$ cat config.mk
export PLATFORM = sky130hd
export DESIGN_NAME = serial_register_access_slave
export DESIGN_NICKNAME = d
export VERILOG_FILES = /design/src/rtl/serial_register_access_slave.v
export VERILOG_INCLUDE_DIRS = /design/src /design/src/rtl
export SDC_FILE = /design/constraint.sdc
export NUM_CORES = 1
export LEC_CHECK = 0
export BUFFER_PORTS_ARGS = -buffer_cell sky130_fd_sc_hd__buf_2
export CORE_ASPECT_RATIO = 0.8
export CORE_MARGIN = 2
export CORE_UTILIZATION = 35
export CTS_CLUSTER_SIZE = 12
export DETAILED_ROUTE_END_ITERATION = 12
export PLACE_DENSITY = 0.52
export SYNTH_ARGS = -nofsm -noshare
export SYNTH_HDL_FRONTEND = slang
export SYNTH_HIERARCHICAL = 1
export SYNTH_SLANG_ARGS = --single-unit
$ cat constraint.sdc
create_clock -name i_ref_clk -period 4.09 [get_ports i_ref_clk]
set_input_delay 0.6135 -clock i_ref_clk [delete_from_list [all_inputs] [get_ports i_ref_clk]]
set_output_delay 0.6135 -clock i_ref_clk [all_outputs]
set_load 0.02 [all_outputs]
$ cat src/rtl/serial_register_access_slave_defines.vh
`ifndef SERIAL_REGISTER_ACCESS_SLAVE_DEFINES_VH
`define SERIAL_REGISTER_ACCESS_SLAVE_DEFINES_VH

// fixed upper six bits of the seven-bit slave address
`define SRA_ADDR_FIXED 6'h26
// positions inside the slave-address byte
`define SRA_BYTE_RW_BIT 0
`define SRA_BYTE_SEL_BIT 1
// system clock rate in hertz
`define SRA_CLK_HZ 10000000
// clock-low timeout in ms, between the 25 ms floor and 50 ms ceiling
`define SRA_TMO_MS 30
// timeout in system clock cycles
`define SRA_TMO_CYC (`SRA_TMO_MS * (`SRA_CLK_HZ / 1000))
// bit counter values: ninth clock is the acknowledge slot
`define SRA_BIT_ACK 4'h8
`define SRA_BIT_DONE 4'h9
// reset values
`define SRA_RST_BYTE 8'h00
`define SRA_RST_CNT 4'h0

`endif

$ cat src/rtl/serial_register_access_slave.v
`timescale 1ns/1ns
`default_nettype none
`include "serial_register_access_slave_defines.vh"

// write-path buffer; first-word-fall-through, honest full and empty
module sra_write_fifo #(
  parameter WIDTH = 16,
  parameter DEPTH = 16,
  parameter AW = 4
) (
  input wire i_clk,
  input wire i_resetn,
  input wire i_in_valid,
  output wire o_in_ready,
  input wire [WIDTH-1:0] i_in_data,
  output wire o_out_valid,
  input wire i_out_ready,
  output wire [WIDTH-1:0] o_out_data
);
  reg [WIDTH-1:0] mem [0:DEPTH-1];
  reg [AW:0] wr_ptr_r;
  reg [AW:0] rd_ptr_r;
  wire full;
  wire empty;
  wire push;
  wire pop;

  // extra pointer bit tells full from empty
  assign empty = (wr_ptr_r == rd_ptr_r);
  assign full = (wr_ptr_r[AW-1:0] == rd_ptr_r[AW-1:0]) &&
                (wr_ptr_r[AW] != rd_ptr_r[AW]);
  assign o_in_ready = ~full;
  assign o_out_valid = ~empty;
  assign o_out_data = mem[rd_ptr_r[AW-1:0]];
  assign push = i_in_valid & ~full;
  assign pop = i_out_ready & ~empty;

  // storage has no reset; only pointers need a defined value
  always @(posedge i_clk) begin
    if (push) begin
      mem[wr_ptr_r[AW-1:0]] <= i_in_data;
    end
  end

  // pointer update
  always @(posedge i_clk or negedge i_resetn) begin
    if (!i_resetn) begin
      wr_ptr_r <= {(AW+1){1'b0}};
      rd_ptr_r <= {(AW+1){1'b0}};
    end else begin
      if (push) begin
        wr_ptr_r <= wr_ptr_r + 1'b1;
      end
      if (pop) begin
        rd_ptr_r <= rd_ptr_r + 1'b1;
      end
    end
  end
endmodule // sra_write_fifo

module serial_register_access_slave #(
  parameter TIMEOUT_CYC = `SRA_TMO_CYC,
  parameter FIFO_DEPTH = 16,
  parameter FIFO_AW = 4
) (
  input wire i_ref_clk,
  input wire i_resetn,
  input wire i_scl,
  input wire i_sda,
  output wire o_sda,
  output wire o_sda_oe,
  input wire i_address_select_pin,
  output wire o_wr_valid,
  input wire i_wr_ready,
  output wire [7:0] o_wr_addr,
  output wire [7:0] o_wr_data,
  output wire [7:0] o_rd_addr,
  input wire [7:0] i_rd_data,
  output wire o_busy,
  output wire o_timeout
);
  localparam [2:0] ST_IDLE = 3'b000;
  localparam [2:0] ST_ADDR = 3'b001;
  localparam [2:0] ST_REG = 3'b010;
  localparam [2:0] ST_WDATA = 3'b011;
  localparam [2:0] ST_RDATA = 3'b100;

  reg scl_s1_r, scl_s2_r, scl_s3_r, scl_f_r, scl_p_r;
  reg sda_s1_r, sda_s2_r, sda_s3_r, sda_f_r, sda_p_r;
  reg sel_s1_r, sel_s2_r;
  reg [2:0] state_r;
  reg [2:0] next_r;
  reg [3:0] bit_cnt_r;
  reg [7:0] shreg_r;
  reg [7:0] reg_addr_r;
  reg sda_oe_r;
  reg sda_o_r;
  reg push_r;
  reg [15:0] push_data_r;
  reg busy_r;
  reg timeout_r;
  reg [31:0] low_cnt_r;
  wire scl_rise;
  wire scl_fall;
  wire start_det;
  wire stop_det;
  wire tmo_hit;
  wire fifo_in_ready;
  wire [15:0] fifo_out_data;

  // the select pin is static but still asynchronous, so sync it
  always @(posedge i_ref_clk or negedge i_resetn) begin
    if (!i_resetn) begin
      sel_s1_r <= 1'b0;
      sel_s2_r <= 1'b0;
    end else begin
      sel_s1_r <= i_address_select_pin;
      sel_s2_r <= sel_s1_r;
    end
  end

  // two-flop sync, then clock accepted only after two equal samples
  always @(posedge i_ref_clk or negedge i_resetn) begin
    if (!i_resetn) begin
      scl_s1_r <= 1'b1;
      scl_s2_r <= 1'b1;
      scl_s3_r <= 1'b1;
      scl_f_r <= 1'b1;
      scl_p_r <= 1'b1;
      sda_s1_r <= 1'b1;
      sda_s2_r <= 1'b1;
      sda_s3_r <= 1'b1;
      sda_f_r <= 1'b1;
      sda_p_r <= 1'b1;
    end else begin
      scl_s1_r <= i_scl;
      scl_s2_r <= scl_s1_r;
      scl_s3_r <= scl_s2_r;
      if (scl_s2_r == scl_s3_r) begin
        scl_f_r <= scl_s3_r;
      end
      scl_p_r <= scl_f_r;
      // data gets the same delay so start and stop keep their order
      sda_s1_r <= i_sda;
      sda_s2_r <= sda_s1_r;
      sda_s3_r <= sda_s2_r;
      sda_f_r <= sda_s3_r;
      sda_p_r <= sda_f_r;
    end
  end

  assign scl_rise = scl_f_r & ~scl_p_r;
  assign scl_fall = ~scl_f_r & scl_p_r;
  // data edge with clock steady high marks start or stop
  assign start_det = scl_f_r & scl_p_r & sda_p_r & ~sda_f_r;
  assign stop_det = scl_f_r & scl_p_r & ~sda_p_r & sda_f_r;
  assign tmo_hit = (low_cnt_r >= TIMEOUT_CYC - 1);

  // clock-low timer; only armed while a transaction is open
  always @(posedge i_ref_clk or negedge i_resetn) begin
    if (!i_resetn) begin
      low_cnt_r <= 32'h0000_0000;
    end else if (scl_f_r || state_r == ST_IDLE) begin
      low_cnt_r <= 32'h0000_0000;
    end else if (!tmo_hit) begin
      low_cnt_r <= low_cnt_r + 32'h0000_0001;
    end
  end

  // byte engine: rising edges sample, falling edges change the line
  always @(posedge i_ref_clk or negedge i_resetn) begin
    if (!i_resetn) begin
      state_r <= ST_IDLE;
      next_r <= ST_IDLE;
      bit_cnt_r <= `SRA_RST_CNT;
      shreg_r <= `SRA_RST_BYTE;
      reg_addr_r <= `SRA_RST_BYTE;
      sda_oe_r <= 1'b0;
      sda_o_r <= 1'b0;
      push_r <= 1'b0;
      push_data_r <= 16'h0000;
      busy_r <= 1'b0;
      timeout_r <= 1'b0;
    end else begin
      push_r <= 1'b0;
      timeout_r <= 1'b0;
      sda_o_r <= 1'b0;
      busy_r <= (state_r != ST_IDLE);
      if (tmo_hit && state_r != ST_IDLE) begin
        // master may force this by holding the clock low
        state_r <= ST_IDLE;
        sda_oe_r <= 1'b0;
        timeout_r <= 1'b1;
      end else if (start_det) begin
        // repeated start keeps the register address for a read
        state_r <= ST_ADDR;
        bit_cnt_r <= `SRA_RST_CNT;
        sda_oe_r <= 1'b0;
      end else if (stop_det) begin
        state_r <= ST_IDLE;
        sda_oe_r <= 1'b0;
      end else if (state_r != ST_IDLE && scl_rise) begin
        if (bit_cnt_r < `SRA_BIT_ACK) begin
          if (state_r != ST_RDATA) begin
            shreg_r <= {shreg_r[6:0], sda_f_r};
          end
        end else if (state_r == ST_RDATA && sda_f_r) begin
          // master left the byte unacknowledged: wait for stop
          next_r <= ST_IDLE;
        end
        bit_cnt_r <= bit_cnt_r + 4'h1;
      end else if (state_r != ST_IDLE && scl_fall) begin
        if (bit_cnt_r == `SRA_BIT_ACK) begin
          sda_oe_r <= 1'b0;
          case (state_r)
            ST_ADDR: begin
              // only our own address is acknowledged
              if (shreg_r[7:2] == `SRA_ADDR_FIXED &&
                  shreg_r[`SRA_BYTE_SEL_BIT] == sel_s2_r) begin
                sda_oe_r <= 1'b1;
                next_r <= shreg_r[`SRA_BYTE_RW_BIT] ? ST_RDATA : ST_REG;
              end else begin
                next_r <= ST_IDLE;
              end
            end
            ST_REG: begin
              reg_addr_r <= shreg_r;
              sda_oe_r <= 1'b1;
              next_r <= ST_WDATA;
            end
            ST_WDATA: begin
              // a full buffer refuses the byte by leaving it unacked
              if (fifo_in_ready) begin
                push_r <= 1'b1;
                push_data_r <= {reg_addr_r, shreg_r};
                reg_addr_r <= reg_addr_r + 8'h01;
                sda_oe_r <= 1'b1;
              end
              next_r <= ST_WDATA;
            end
            ST_RDATA: begin
              // release for the master's acknowledge, step to next
              reg_addr_r <= reg_addr_r + 8'h01;
              next_r <= ST_RDATA;
            end
            default: begin
              next_r <= ST_IDLE;
            end
          endcase
        end else if (bit_cnt_r == `SRA_BIT_DONE) begin
          state_r <= next_r;
          bit_cnt_r <= `SRA_RST_CNT;
          sda_oe_r <= 1'b0;
          if (next_r == ST_RDATA) begin
            // outside the acknowledge slots, the data line is only driven in read data phases
            shreg_r <= i_rd_data;
            sda_oe_r <= ~i_rd_data[7];
          end
        end else if (state_r == ST_RDATA) begin
          sda_oe_r <= ~shreg_r[3'h7 - bit_cnt_r[2:0]];
        end
      end
    end
  end

  // write path: each accepted data byte becomes one buffered word
  sra_write_fifo #(
    .WIDTH(16),
    .DEPTH(FIFO_DEPTH),
    .AW(FIFO_AW)
  ) u_fifo (
    .i_clk(i_ref_clk),
    .i_resetn(i_resetn),
    .i_in_valid(push_r),
    .o_in_ready(fifo_in_ready),
    .i_in_data(push_data_r),
    .o_out_valid(o_wr_valid),
    .i_out_ready(i_wr_ready),
    .o_out_data(fifo_out_data)
  );

  assign o_wr_addr = fifo_out_data[15:8];
  assign o_wr_data = fifo_out_data[7:0];
  assign o_rd_addr = reg_addr_r;
  assign o_sda = sda_o_r;
  assign o_sda_oe = sda_oe_r;
  assign o_busy = busy_r;
  assign o_timeout = timeout_r;
endmodule // serial_register_access_slave

`default_nettype wire

; Word-level counts from Yosys, hierarchy flattened
; Memory sizes are Yosys's and may differ from the RTL's.
; Index checks and enable logic that the tools add are counted.
[word_totals]
output_inout_bits = 29
mem_bits_ro = 0
input_bits = 14
ramBits = 256
n_memories = 1
elab_cells = 164
latch_bits = 0
ff_bits = 100
[op_classes]
n_mul = 0
n_div = 0
bitwise_logic = 21
addsub = 6
n_shift = 0
mux = 56
order_cmp = 3
n_eq_ne = 25
reduce_logical = 27
[memory_table]
columns = memory, words, width, rd, rd_clocked_by_memory_dff, write_ports, line_no
row1 = u_fifo.mem, 16, 16, 1, 0, 1, serial_register_access_slave.v:20  ; reg [WIDTH-1:0] mem [0:DEPTH-1];
[op_table]
columns = operator, n
row1 = 32-bit two-way mux, 2
row2 = 8-bit two-way mux, 8
row3 = 3-bit two-way mux, 14
row4 = "32-bit by 1-bit adder with 32-bit output, second input constant", 1
row5 = "32-bit by 19-bit >= comparator with 1-bit output, second input constant", 1
row6 = 4-bit two-way mux, 6
row7 = 8-bit one-hot mux with 3 select lines, 1
row8 = 1-bit two-way mux, 22
row9 = 8-bit AND reduction, 2
row10 = 1-bit inverter, 12
row11 = 3-bit nonzero test, 4
row12 = "5-bit by 1-bit adder with 5-bit output, second input constant", 2
row13 = 1-bit AND, 9
row14 = 3-bit one-hot mux with 3 select lines, 1
row15 = 9-bit AND reduction, 1
row16 = "8-bit by 1-bit adder with 8-bit output, second input constant", 1
row17 = "4-bit == test, second input constant", 2
row18 = "2-bit by 1-bit != test with 1-bit output, second input constant", 4
row19 = "2-bit != test, second input constant", 4
row20 = "4-bit != test, second input constant", 2
row21 = 2-bit nonzero test, 4
row22 = 4-bit nonzero test, 2
row23 = 7-bit AND reduction, 1
row24 = "3-bit by 2-bit == test with 1-bit output, second input constant", 2
row25 = 22 further kinds, 30

; Depth between registers and ports, before layout
; Gate-level depths: netlist (run 1).
[logic_depth]
depth_word = 12
depth_mapped = 12
ltp_nobuf = 9

; By module
; Netlist (run 1), hierarchy kept.
[by_module_without_submodules]
columns = mod, area_each_um2, seq_area_each_um2, n_inst, cells_per_inst
row1 = sra_write_fifo, 10528.8, 7937.6, 1, 530
row2 = serial_register_access_slave, 4465.5, 2264.7, 1, 416

; Worst setup path after synthesis (run 1)
; OpenSTA, ideal clock, no wires.
[synth_timing]
path_type = register to register
startpoint = reg u_fifo.rd_ptr_r[0]
endpoint = mem u_fifo.mem[14][0], enable pin
period_less_slack_ns = 2.641
setup_time_ns = 0.409
required_ns = 3.681
t_arrival_ns = 2.231
path_stages_with_launch = 7
setup_slack_ns = 1.449
n_path_buf = 2
cell_sequence = dfrtp_1 -> buf_6 -> xnor2_1 -> nand4_2 -> buf_4 -> nor2_2 -> nor3_1
[synth_via]
elab_chain_cells = 6
[synth_lines]
columns = item, line_no
row1 = from (decl), serial_register_access_slave.v:22  ; reg [AW:0] rd_ptr_r;
row2 = from (signal assigned), serial_register_access_slave.v:49  ; rd_ptr_r <= {(AW+1){1'b0}};
row3 = from (signal assigned), serial_register_access_slave.v:55  ; rd_ptr_r <= rd_ptr_r + 1'b1;
row4 = 4-bit == test, serial_register_access_slave.v:30  ; assign full = (wr_ptr_r[AW-1:0] == rd_ptr_r[AW-1:0]) &&
row5 = 1-bit logical AND, serial_register_access_slave.v:30
row6 = 1-bit inverter, n/a
row7 = 1-bit AND, serial_register_access_slave.v:35  ; assign push = i_in_valid & ~full;
row8 = 1-bit two-way mux, serial_register_access_slave.v:40  ; if (push) begin
row9 = 1-bit two-way mux (not written as such), serial_register_access_slave.v:41  ; mem[wr_ptr_r[AW-1:0]] <= i_in_data;
row10 = to (decl), serial_register_access_slave.v:20
; No other way between the ends.

; Final worst setup path (run 1)
[layout_timing]
startpoint = reg u_fifo.rd_ptr_r[1]
endpoint = out o_wr_data[0]
[layout_via]
elab_chain_cells = 1
[layout_lines]
columns = item, line_no
row1 = memory read 16 x 16 bit, n/a
row2 = to (decl), serial_register_access_slave.v:76  ; output wire [7:0] o_wr_data,
; No other way between the ends.

==> flow_results.org, run 1 <==
** Yosys
- In this run, distinct cell masters in the synthesized netlist total 81.
- After synthesis, the share of flip-flops with an asynchronous set or reset is 0.2809.
- The synthesized netlist occupies a cell area of 14990 sq um.
- Net count after synthesis :: 970
- The most used flip-flop cell after synthesis is edfxtp_1.
- In this run, synthesis inferred 256 flip-flops with an integrated enable.
- Post-Syn Instances :: 946
- Yosys warnings :: 6
- Averaged over all synthesized cells, the footprint is 15.85 sq um.
- For this run, the register share of the synthesized area comes to 0.6804.
- Synthesis inferred 356 register bits.

** Global routing
- The first global-routing pass estimated around 52 mm of wire.
- For this run, global-route usage on met3 was measured as 0.02683.
- Pin count of the biggest net entering global routing :: 49
- Busiest metal layer after global routing :: met1
- In the global route stage, met2 resource usage came out at 0.2253.
- For this run the aggregate overflow at the end of global routing stands at 0.
- Vias in the first global route :: 8260
- Overall fraction of global-route tracks in use :: 0.1544
- The number of antenna violations at the first check in global routing came to 0.
- Global-route track usage on met1 :: 0.2386

** CTS
- Clock Latency Late Sink :: roughly 0.55 ns
- Clock-pin slew was measured on the worst setup and hold paths at 0.06 ns.
- CTS Root Cell :: clkbuf_16
- Hold repair after CTS inserted 0 buffers.
- TritonCTS clock tree :: yes
- CTS HTree Levels :: 2
- Counting along the longest clock path gives a buffer depth of 3.
- In this run the post-CTS setup repair buffer count came out at 0.
- Once the clock tree was built, the resizer swapped 0 gates to a different size.
- The clock drives between 300 and 400 sinks.
- Total CTS buffers :: 39

** STA
- The worst pin sits at a relative slew slack of 0.3023.
- Final worst setup slack :: 0.6193 ns
- Timing would allow up to 288.1 MHz.
- Fraction of the cycle the final worst path needs :: 0.8486
- Summed over all failing endpoints, the final setup total negative slack is 0 ns.
- Final setup viols :: 0
- The number of hold-slack violations in the final timing report is 0.
- Setup repair after global routing left no endpoint under its margin.
- After layout, the minimum clock period comes to between 3 and 4 ns.
- The final number of max-transition violations was 0.
- Least-Margin Pin Slew :: roughly 1.0 ns
- Final worst clock skew :: 0.01911 ns

** Detailed routing
- Routed WL :: 33.73 mm
- The first detailed-routing pass took 5 iterations.
- Iteration-0 DRC count of the detailed router :: approximately 560
- Vias per cell :: around 5.2
- Antenna violation net count after detailed routing :: 0
- Mean routed wirelength per cell :: 21.35 um
- In the routed design, unresolved DRC markers number 0.
- Summing over every cut layer, the via total after detailed routing is 8257.

** Setup path
- Along the worst path, the maximum fanout reaches 28.
- Endpoint kind of the worst setup timing path :: output pin
- Critical path data required time :: roughly 3.5 ns
- Critical path startpoint category :: flop
- STA puts the critical path data arrival time at around 2.9 ns.
- Grouping stages by cell kind, the critical path spends the most delay in flip-flops.
- Library cell contributing the largest single delay on the critical path :: dfrtp_2
- Largest stage delay, worst path :: between 0.7 and 0.8 ns
- CP Buf/Inv Count :: 2
- Walking the worst path, the cells encountered are buf_4, mux2i_1, o21ai_1, buf_2.
- Type of the worst setup path :: flop to output pin

** Run
- Max-cap viol count :: 0

** Layout
- Most common library cell in the layout ignoring fill and taps :: edfxtp_1
- Layout Nets :: 1024
- Of the cells placed in the final design, the portion with a size suffix greater than 1 is 0.2386.
- In the layout the commonest cells are edfxtp_1 (256), dfrtp_1 (87), nand2_1 (78).
- Post-route cell area :: 17010 sq um
- Post-synthesis to final-layout area growth :: 13.46%
- The filler cells instantiated in the layout total 3874.

** Floorplan
- The region available for standard cell placement spans 42080 sq um.
- For this configuration, the core starts out at a cell density of 0.3563.
- After floorplanning, the core was divided into between 60 and 70 placement rows.
- The floorplan step defined a die boundary enclosing ~45000 sq um.
- The die is 235.4 um wide.
- In this run the vertical extent of the chip is 189.1 um.
- I/O Pins :: 43

** Power and ir drop
- IR analysis of the VDD net gives a maximum drop of ~290 uV.
- In this run the static leakage power is 5.179 nW.
- For this design the ratio of total power to cell area is 436.2 nW/um^2.

** Status
- The flow ran to the end, and the final reports show no timing, DRC or antenna violations.

** Placement
- After legalization and detailed placement, the total HPWL measured 20.57 mm.
- Routability-driven placement finished with a final weighted congestion of 0.7612.
- Before CTS, the worst setup slack after placement is 1.138 ns.
- After detailed placement, the total cell area comes to around 16000 sq um.
- During placement, the flow inserted port buffers numbering 41.

** Worst hold path
- Kind of path behind the tightest hold check :: primary input to asynchronous set/reset pin
==> per-layer routing <==
layer	part of all wire	up-vias
li1	-	3784
met1	0.51	4271
met2	0.43	160
met3	0.039	42
met4	0.017	0
met5	0	-
==> flip-flops by register name (all words and copies together) (netlist names), 3 cells and up <==
name	cells
low_cnt_r	32
u_fifo/mem	256
shreg_r	8
push_data_r	16
next_r	3
o_rd_addr	8
u_fifo/rd_ptr_r	5
state_r	3
u_fifo/wr_ptr_r	5
bit_cnt_r	4
==> worst reg2reg max path: cells and delay by family, from the launching register on <==
family | cells | cell delay (ns)
AOI/OAI and AO/OA | 2 | 0.28
buffers and inverters | 2 | 0.31
xor gates and xnor gates | 1 | 0.21
and+or+nand+nor | 5 | 1.20
DFF | 1 | 0.79
==> report_power, final <==
group / leakage, nW / switching (W) / internal [W]
combinational: 1.53 / 0.000116 / 0.000112
sequential: 3.09 / 0.000108 / 0.00389
clock: 0.558 / 0.00138 / 0.00181
==> worst paths after layout <==
check                              startpoint      endpoint  slack, ns  cells after the start
setup / recovery           u_fifo/rd_ptr_r[1]  o_wr_data[0]       0.62                      4
hold / removal                       i_resetn  bit_cnt_r[3]       0.09                      1
hold reg to reg                      sda_s3_r       sda_f_r       0.35                      0
min in group i_ref_clk                  i_scl      scl_s1_r       0.17                      1
max in group asynchronous            i_resetn      sda_s1_r       3.17                      2
setup reg to reg           u_fifo/rd_ptr_r[1]  o_rd_addr[0]       1.21                     10
==> cell usage after synthesis (5+ instances only) <==
cell | n | area (sq um)
buf_6 | 6 | 67.56
buf_4 | 9 | 67.56
mux4_2 | 50 | 1126
nor2_1 | 38 | 142.6
edfxtp_1 | 256 | 7687
or3_1 | 12 | 75.07
o2111ai_1 | 18 | 157.7
a21oi_1 | 24 | 120.1
nand2_1 | 78 | 292.8
nor2b_1 | 7 | 43.79
nand4_1 | 12 | 75.07
nand3_1 | 28 | 140.1
o31ai_1 | 5 | 37.54
mux2_4 | 9 | 135.1
xnor2_1 | 13 | 113.9
dfrtp_1 | 90 | 2252
buf_2 | 15 | 75.07
nor3_1 | 7 | 35.03
inv_1 | 14 | 52.55
and3_1 | 5 | 31.28
mux2i_1 | 52 | 520.5
o21ai_0 | 15 | 75.07
and2_1 | 15 | 93.84
o21ai_1 | 23 | 115.1
mux2_2 | 18 | 202.7
dfstp_2 | 10 | 262.8
clkbuf_1 | 22 | 82.58
ha_1 | 10 | 125.1
nor4_1 | 5 | 31.28
==> cell families after synthesis <==
group | after synthesis | synth area share
compound gates | 128 | 0.06192
other cells | 1 | 0.0002501
simple gates | 234 | 0.08069
fa+ha+maj | 11 | 0.009012
buf+inv | 70 | 0.02411
xor+xnor | 15 | 0.009764
flops | 356 | 0.6804
mux | 131 | 0.1338
==> cell type report <==
type                    instances  area, sq um  area share
flip-flops and latches        356        10210      0.6001
multi-input cells             520         4478      0.2632
clock buffers                  55         1056     0.06207
well taps                     552        690.7     0.04060
repair buffers                 67        415.4     0.02442
clock inverters                13        101.3    0.005957
inverters                      16        60.06    0.003530
diodes                          1        2.502   0.0001471
==> stage by stage <==
stage	total power [W]	utilization	std cells	hold slack (ns)
after floorplan	0.004191	-	946	0.3179
after global placement	0.004304	0.3767	1511	0.3345
after detailed placement	0.004303	0.3767	1511	0.3469
after CTS	0.007528	0.4042	1579	0.09556
after global routing	0.007709	0.4042	1579	0.1250
final	0.007421	0.4043	1580	0.08968
No activity file was read; power rests on OpenSTA's default activity.
==> run 2, diff against run 1 <==
--- a/config.mk
+++ b/config.mk
@@ -6,6 +6,7 @@
 export SDC_FILE = /design/constraint.sdc
 export NUM_CORES = 1
 export LEC_CHECK = 0
+export ABC_AREA = 1
 export BUFFER_PORTS_ARGS = -buffer_cell sky130_fd_sc_hd__buf_2
 export CORE_ASPECT_RATIO = 0.8
 export CORE_MARGIN = 2
==> constraint.sdc (replaced) <==
create_clock -name i_ref_clk -period 3.35 [get_ports i_ref_clk]
set_input_delay 0.5025 -clock i_ref_clk [delete_from_list [all_inputs] [get_ports i_ref_clk]]
set_output_delay 0.5025 -clock i_ref_clk [all_outputs]
set_load 0.02 [all_outputs]
==> flow_results.org, run 2 <==
** Status
- The flow ran to the end, and the final reports show no timing, DRC or antenna violations.

** Placement
- Placed wire-length estimate :: approximately 23 mm
- Routability-driven placement finished with a final weighted congestion of 0.8331.
- Worst slack after detailed placement :: 0.8022 ns
- Count of buffers inserted at the top-level ports :: 41

** Yosys
- Post-synth cell types :: 45
- Of the synthesized area, sequential elements account for 0.6469.
- Averaged over all synthesized cells, the footprint is 10.19 sq um.
- Of the post-synthesis cell area, the dominant cell type holds 0.4875.
- Flip-flop cell with the highest count after synthesis :: edfxtp_1
- Combined area of all synthesized cells :: 15770 sq um
- In the synthesized netlist, the cells that appear most often are nand2_1 (376), edfxtp_1 (256), nor2_1 (234).
- The synthesized design contains 356 register bits.
- Post-Syn Instances :: 1548
- Mux cell area share after synthesis :: 0
- The biggest area contributor in the post-synthesis netlist is edfxtp_1.
- The most common cell in the synthesized netlist is nand2_1.
- Share of synthesized cell area in and, or, nand and nor gates :: 0.2118
- Number of synthesized flops with an enable pin :: approximately 260
- Leading post-synthesis cells by cell area :: edfxtp_1 (49%), dfrtp_1 (14%), nand2_1 (8.9%)
- Post-synthesis compound-gate area fraction :: 0.07307
- Net count after synthesis :: 1572
- Yosys warnings :: 6
- Adder-cell share of the synthesized area :: 0.008569
- Main combinational cell family by area after synthesis :: simple AND/OR/NAND/NOR gates
- After synthesis, the share of flip-flops with an asynchronous set or reset is 0.2809.
- Post-synthesis xor/xnor area fraction :: 0.007220

** STA
- Fraction of the cycle the final worst path needs :: 0.9180
- Hold is met by 0.08008 ns.
- Timing would allow up to 325.2 MHz.
- Setup repair after global routing left no endpoint under its margin.
- Final worst setup slack :: about 0.27 ns
- Relative slew margins :: 0.2020
- Between clock sinks in the finished design, the worst skew comes to 0.01832 ns.
- Post-Route Setup TNS :: 0 ns
- Hold Violations, Final :: 0
- Shortest clock period the worst path allows after layout :: 3.075 ns
- At the pin with the least slew margin, the transition time is approximately 1.2 ns.
- Final setup viols :: 0
- The final number of max-transition violations was 0.

** Setup path
- Data on the critical path is required at its endpoint by roughly 2.9 ns.
- Together, buffers and inverters on the worst path number 3.
- WP data arrival :: around 2.6 ns
- STA classifies the critical path startpoint as a flop.
- Type of the worst setup path :: flop to output pin
- Maximum fanout count along the critical path :: 130
- The cell that appears most often on the critical path is nand2_1.
- Endpoint kind of the worst setup timing path :: output pin
- In this design, the stage delay of the slowest critical-path cell is 0.45 ns.
- Library cell contributing the largest single delay on the critical path :: dfrtp_4
- Cells traversed along the worst timing path :: buf_12, nor2_1, nor2_1, o21ai_0, nand2_1, nand2_1, nand2_1, inv_1, nand2_1, buf_2
- Among cell families on the critical path, the largest total delay comes from buffers and inverters.

** Detailed routing
- The routed layout has 10.72k vias.
- Wires add up to 39.37 mm.
- Antenna violation net count after detailed routing :: 0
- Mean routed wirelength per cell :: 17.73 um
- Count of TritonRoute iterations in the first routing pass :: 6
- The detailed router finished its first iteration with 1019 violations.
- After detailed routing, the number of vias per cell comes to 4.831.
- For this run, design rule violations remaining after detail routing come to 0.

** Global routing
- The first global-routing pass estimated 61.47 mm of wire.
- Across every metal layer, demand over resource in global routing totals 0.1704.
- Final global-route overflow total :: 0
- The number of antenna violations at the first check in global routing came to 0.
- Vias in the first global route :: around 10k
- Entering global routing, the biggest net connects ~130 pins.

** CTS
- CTS HTree Levels :: 2
- CTS Root Cell :: clkbuf_16
- In this run, post-CTS repair resized a total of 0 instances.
- The clock passes through at most 3 buffers.
- Buffers inserted to repair hold after CTS numbered 1.
- TritonCTS built the clock tree.
- The number of clock buffers added by TritonCTS is 39.
- Sink Count :: 356
- Clock Latency Late Sink :: between 0.5 and 0.6 ns
- Clock transition at the register clock pins on the worst setup and hold paths after CTS :: 0.06 ns
- Post-CTS repair timing setup buffer count :: 0

** Floorplan
- The die is just under 200 um tall.
- Row generation in the floorplan step produced just under 70 rows.
- Area enclosed by the die boundary :: between 40000 and 50000 sq um
- The region available for standard cell placement spans 44460 sq um.
- Die boundary width :: 241.3 um
- 43 I/O pins were placed.
- Initial standard-cell utilization of the core :: 0.3547

** Layout
- Fill cells in the final layout number ~4.3k.
- In the layout the commonest cells are nand2_1 (376), edfxtp_1 (256), nor2_1 (233).
- Leaving out fill and tap cells, the most frequent cell in the layout is nand2_1.
- Diode insertion count for antenna repair :: 0
- Max FFs per register :: between 200 and 300
- Fraction of the core area covered by cells at the end of the flow :: 0.3996
- Of the cells placed in the final design, the portion with a size suffix greater than 1 is 0.1255.
- Layout Nets :: 1612
- Post-synthesis to final-layout area growth :: 12.65%

** Worst hold path
- In this run the worst hold path is classified as primary input to flop.

** Run
- Max-cap violations in this run came to 0.

** Power and ir drop
- VDD sags by at most between 500 and 600 uV.
- Power Dens Cells :: 522.1 nW/um^2
- The analysis attributes to cell leakage a power of roughly 6.4 nW.
run 2: changes by cell type after synthesis, moves of 14 or more:
cell | previous run | this run
and2_1 | 15 | 0
inv_1 | 14 | 107
mux2_2 | 18 | 0
mux2i_1 | 52 | 0
mux4_2 | 50 | 0
nand2_1 | 78 | 376
nand2_2 | 0 | 14
nand3_1 | 28 | 100
nor2_1 | 38 | 234
o2111ai_1 | 18 | 0
o21ai_0 | 15 | 144
o21ai_1 | 23 | 8
o21ai_2 | 0 | 29
run 2: worst paths after layout:
| kind | start | end | slack [ns] | cells after the start |
|---|---|---|---|---|
| hold / removal | i_scl | scl_s1_r | 0.08 | 1 |
| setup reg to reg | low_cnt_r[0] | push_data_r[3] | 0.80 | 11 |
| setup / recovery | u_fifo/rd_ptr_r[0] | o_wr_addr[3] | 0.27 | 10 |
| hold reg to reg | sel_s1_r | sel_s2_r | 0.35 | 0 |
| max in group asynchronous | i_resetn | scl_p_r | 2.15 | 3 |
| min in group asynchronous | i_resetn | low_cnt_r[3] | 0.47 | 2 |
run 2: area by class of cell:
class,instances,area [sq um],share of cell area
well taps,603,754.5,0.04247
repair buffers,64,420.4,0.02366
flip-flops and latches,356,10210,0.5745
inverters,114,429.2,0.02416
clock inverters,12,118.9,0.006691
multi-input cells,1013,4747,0.2672
clock buffers,58,1089,0.06127
run 2: logic make-up after synthesis:
group	Yosys count
xor gates and xnor gates	13
and+or+nand+nor	784
DFF	356
buffers and inverters	179
AOI/OAI and AO/OA	204
adders and majority gates	11
other	1
run 2: where the power goes:
part,switching [W],internal (W)
logic,0.000241,0.000114
clock network,0.00170,0.00240
registers,0.0000671,0.00474
run 2: layer usage:
metal / GRT usage / vias to the layer above / routed length, um
li1: - / 5237 / -
met1: 0.2587 / 5222 / 19640
met2: 0.2556 / 223 / 17330
met3: 0.02933 / 42 / 1860
met4: 0.03406 / 0 / 529
met5: 0 / - / 0
run 2: metrics by stage:
stage | total power (W) | instance area, sq um | instances
after floorplan | 0.005130 | 15770 | 1548
after global placement | 0.005256 | 16550 | 2149
after detailed placement | 0.005259 | 16550 | 2149
after CTS | 0.009404 | 17770 | 2220
after global routing | 0.009635 | 17770 | 2220
final | 0.009275 | 17770 | 2220
==> run 3, diff against run 2 <==
--- a/config.mk
+++ b/config.mk
@@ -13,6 +13,7 @@
 export CORE_UTILIZATION = 35
 export CTS_CLUSTER_SIZE = 12
 export DETAILED_ROUTE_END_ITERATION = 12
+export GPL_TIMING_DRIVEN = 0
 export PLACE_DENSITY = 0.52
 export SYNTH_ARGS = -nofsm -noshare
 export SYNTH_HDL_FRONTEND = slang
==> flow_results.org, run 3 (same netlist as run 2, synthesis figures left out) <==
** Floorplan
- From bottom edge to top edge, the die measures a little under 200 um.
- The die is around 240 um wide.
- Row generation in the floorplan step produced 69 rows.
- Area enclosed by the die boundary :: 46780 sq um
- Initial standard-cell utilization of the core :: 0.3547
- For this design the top-level I/O count stands at 43.
- The total area inside the core boundary comes to 44460 sq um.

** CTS
- TritonCTS created 38 clock buffers.
- TritonCTS clock tree :: yes
- The clock drives 356 sinks.
- Clock tree synthesis selected as its root buffer the cell clkbuf_16.
- CTS HTree Levels :: 2
- Post-CTS repair timing setup buffer count :: 0
- The clock passes through at most 3 buffers.
- Clock transition at the register clock pins on the worst setup and hold paths after CTS :: around 0.060 ns
- For the worst-skew pair, the clock arrives at the later sink with an insertion delay of 0.54 ns.

** Detailed routing
- For this block, the via count after detailed routing is between 10k and 15k.
- Count of TritonRoute iterations in the first routing pass :: 5
- For this run, design rule violations remaining after detail routing come to 0.
- Antenna violation net count after detailed routing :: 0
- Iteration-0 DRC count of the detailed router :: 831
- In the final routed layout, each cell accounts on average for 18.22 um.
- Vias per cell :: 4.868
- Routed WL :: just over 40 mm

** Status
- Result of the run :: complete, no violations

** Setup path
- Of all nets on the critical path, the largest fanout is 10.
- The worst setup path is captured at an output pin.
- Critical path data required time :: about 2.9 ns
- WP data arrival :: 2.58 ns
- STA classifies the critical path startpoint as a flop.
- Type of the worst setup path :: flop to output pin

** Run
- The tool flagged a number of max-cap violations equal to 0.

** Global routing
- The number of antenna violations at the first check in global routing came to 0.
- The first global-routing pass estimated 63.62 mm of wire.
- Vias in the first global route :: 10.48k
- Overall fraction of global-route tracks in use :: 0.1801
- Summed over all layers, the global routing overflow is 0.
- Entering global routing, the biggest net connects 70 pins.

** Worst hold path
- Kind of path behind the tightest hold check :: primary input to flop

** Layout
- Fraction of the core area covered by cells at the end of the flow :: 0.4046
- Share of post-route cells with drive strength above 1 :: 0.1384
- Max FFs per register :: 256
- Diode insertion count for antenna repair :: 0
- Top library cells by usage in the layout, fill and taps aside :: nand2_1 (376), edfxtp_1 (256), nor2_1 (228)
- Leaving out fill and tap cells, the most frequent cell in the layout is nand2_1.
- Post-synthesis to final-layout area growth :: 14.07%
- Final Instance Count excl. Fillers :: 2265
- The layout has 4354 filler cells.
- For this run, the post-layout net count is 1658.

** Power and ir drop
- The share of total power dissipated in the clock network is 0.437.
- Internal power :: 0.007208 W
- Summed over all nets, the switching power comes to 0.001989 W.
- Power comes to 0.009197 W.
- Of the total power, combinational logic draws 0.040.
- For this design the ratio of total power to cell area is 511.3 nW/um^2.
- Of the total power, the share spent switching nets is 0.2162.
- Maximum VDD drop :: roughly 380 uV
- Sequential share of power :: 0.522
- Static leakage :: 6.591 nW

** STA
- After layout, the minimum clock period comes to 3.087 ns.
- At the pin with the least slew margin, the transition time is 1.113 ns.
- Post-Route Setup TNS :: 0 ns
- On the final layout, the worst hold slack is 0.07896 ns.
- The final number of max-transition violations came to 0.
- Setup violations remaining at the end of the flow were counted as 0.
- Hold Violations, Final :: 0
- Upper clock frequency limit :: 323.9 MHz
- The clock arrives with 0.02865 ns of skew.
- Setup repair after global routing left no endpoint under its margin.
- Relative slew margins :: 0.2569
- Dividing the final minimum period by the clock period gives 0.9216.

** Placement
- Count of buffers inserted at the top-level ports :: 41
- The number of placed instances, taps included, is 2196.
- At the end of routability-driven placement, the weighted congestion stood at 0.8567.
- Placed wire-length estimate :: around 27 mm
==> run 3: cell types whose count changed in the layout (fill, tap and decap cells not counted), moves of 2 or more <==
cell,delta
buf_6,+11
nor2_2,+5
dfrtp_1,+2
buf_8,+2
clkbuf_1,+17
buf_2,+27
buf_12,-2
nor2_1,-5
buf_4,-12
buf_1,+4
==> run 3: metrics by stage <==
step | worst slack, ns | cell area, sq um
final | 0.2626 | 17990
after CTS | 0.1249 | 17980
after global placement | 0.3152 | 16730
after detailed placement | 0.4509 | 16810
after floorplan | 1.169 | 15770
after global routing | 0.1218 | 17990
==> run 3: power groups by stage <==
stage / clock network, W / logic, W / registers [W]
6_report: 0.00402 / 0.000372 / 0.00480
5_1_grt: 0.00431 / 0.000433 / 0.00481
4_1_cts: 0.00414 / 0.000381 / 0.00480
3_5_place_dp: 0 / 0.000378 / 0.00489
3_3_place_gp: 0 / 0.000368 / 0.00489
2_1_floorplan: 0 / 0.000254 / 0.00488
==> run 3: final timing paths <==
kind | from | endpoint | slack, ns | cells after the start
max | u_fifo/rd_ptr_r[1] | o_wr_data[0] | 0.26 | 10
min | i_address_select_pin | sel_s1_r | 0.08 | 1
max reg2reg | u_fifo/rd_ptr_r[0] | u_fifo/mem[1][10] | 0.68 | 10
min reg2reg | sel_s1_r | sel_s2_r | 0.35 | 0
max in group asynchronous | i_resetn | sda_s3_r | 2.14 | 3
min in group asynchronous | i_resetn | low_cnt_r[24] | 0.48 | 2
==> run 3: critical path, cell delays in order, from the launching register on <==
cell and delay, ns:
dfrtp_1 0.41, inv_1 0.20, buf_2 0.30, buf_2 0.34, nand2_1 0.08, o21ai_0 0.14
nand2_1 0.16, nand2_1 0.11, inv_1 0.06, nand2_1 0.08, buf_2 0.17
==> run 3: timing repair <==
item,in CTS,in global routing
setup endpoints to repair,0,4
hold buffers,1,0
resized for setup,0,1
endpoints found under the hold margin,31,0
==> run 3: area by class of cell <==
type / count / area (sq um) / area share
flip-flops and latches: 356 / 10200 / 0.5672
multi-input cells: 1013 / 4760 / 0.2646
clock buffers: 58 / 1067 / 0.05933
well taps: 603 / 754.5 / 0.04194
inverters: 114 / 427.9 / 0.02379
plain buffers: 65 / 395.4 / 0.02198
repair buffers: 46 / 286.5 / 0.01593
clock inverters: 10 / 95.09 / 0.005286
==> run 3: per-layer routing <==
metal / up-vias / track usage / share of wire
met5: - / 0 / 0
met4: 0 / 0.05258 / 0.028
met3: 71 / 0.02833 / 0.048
met2: 246 / 0.2621 / 0.43
met1: 5366 / 0.2754 / 0.50
li1: 5343 / - / -
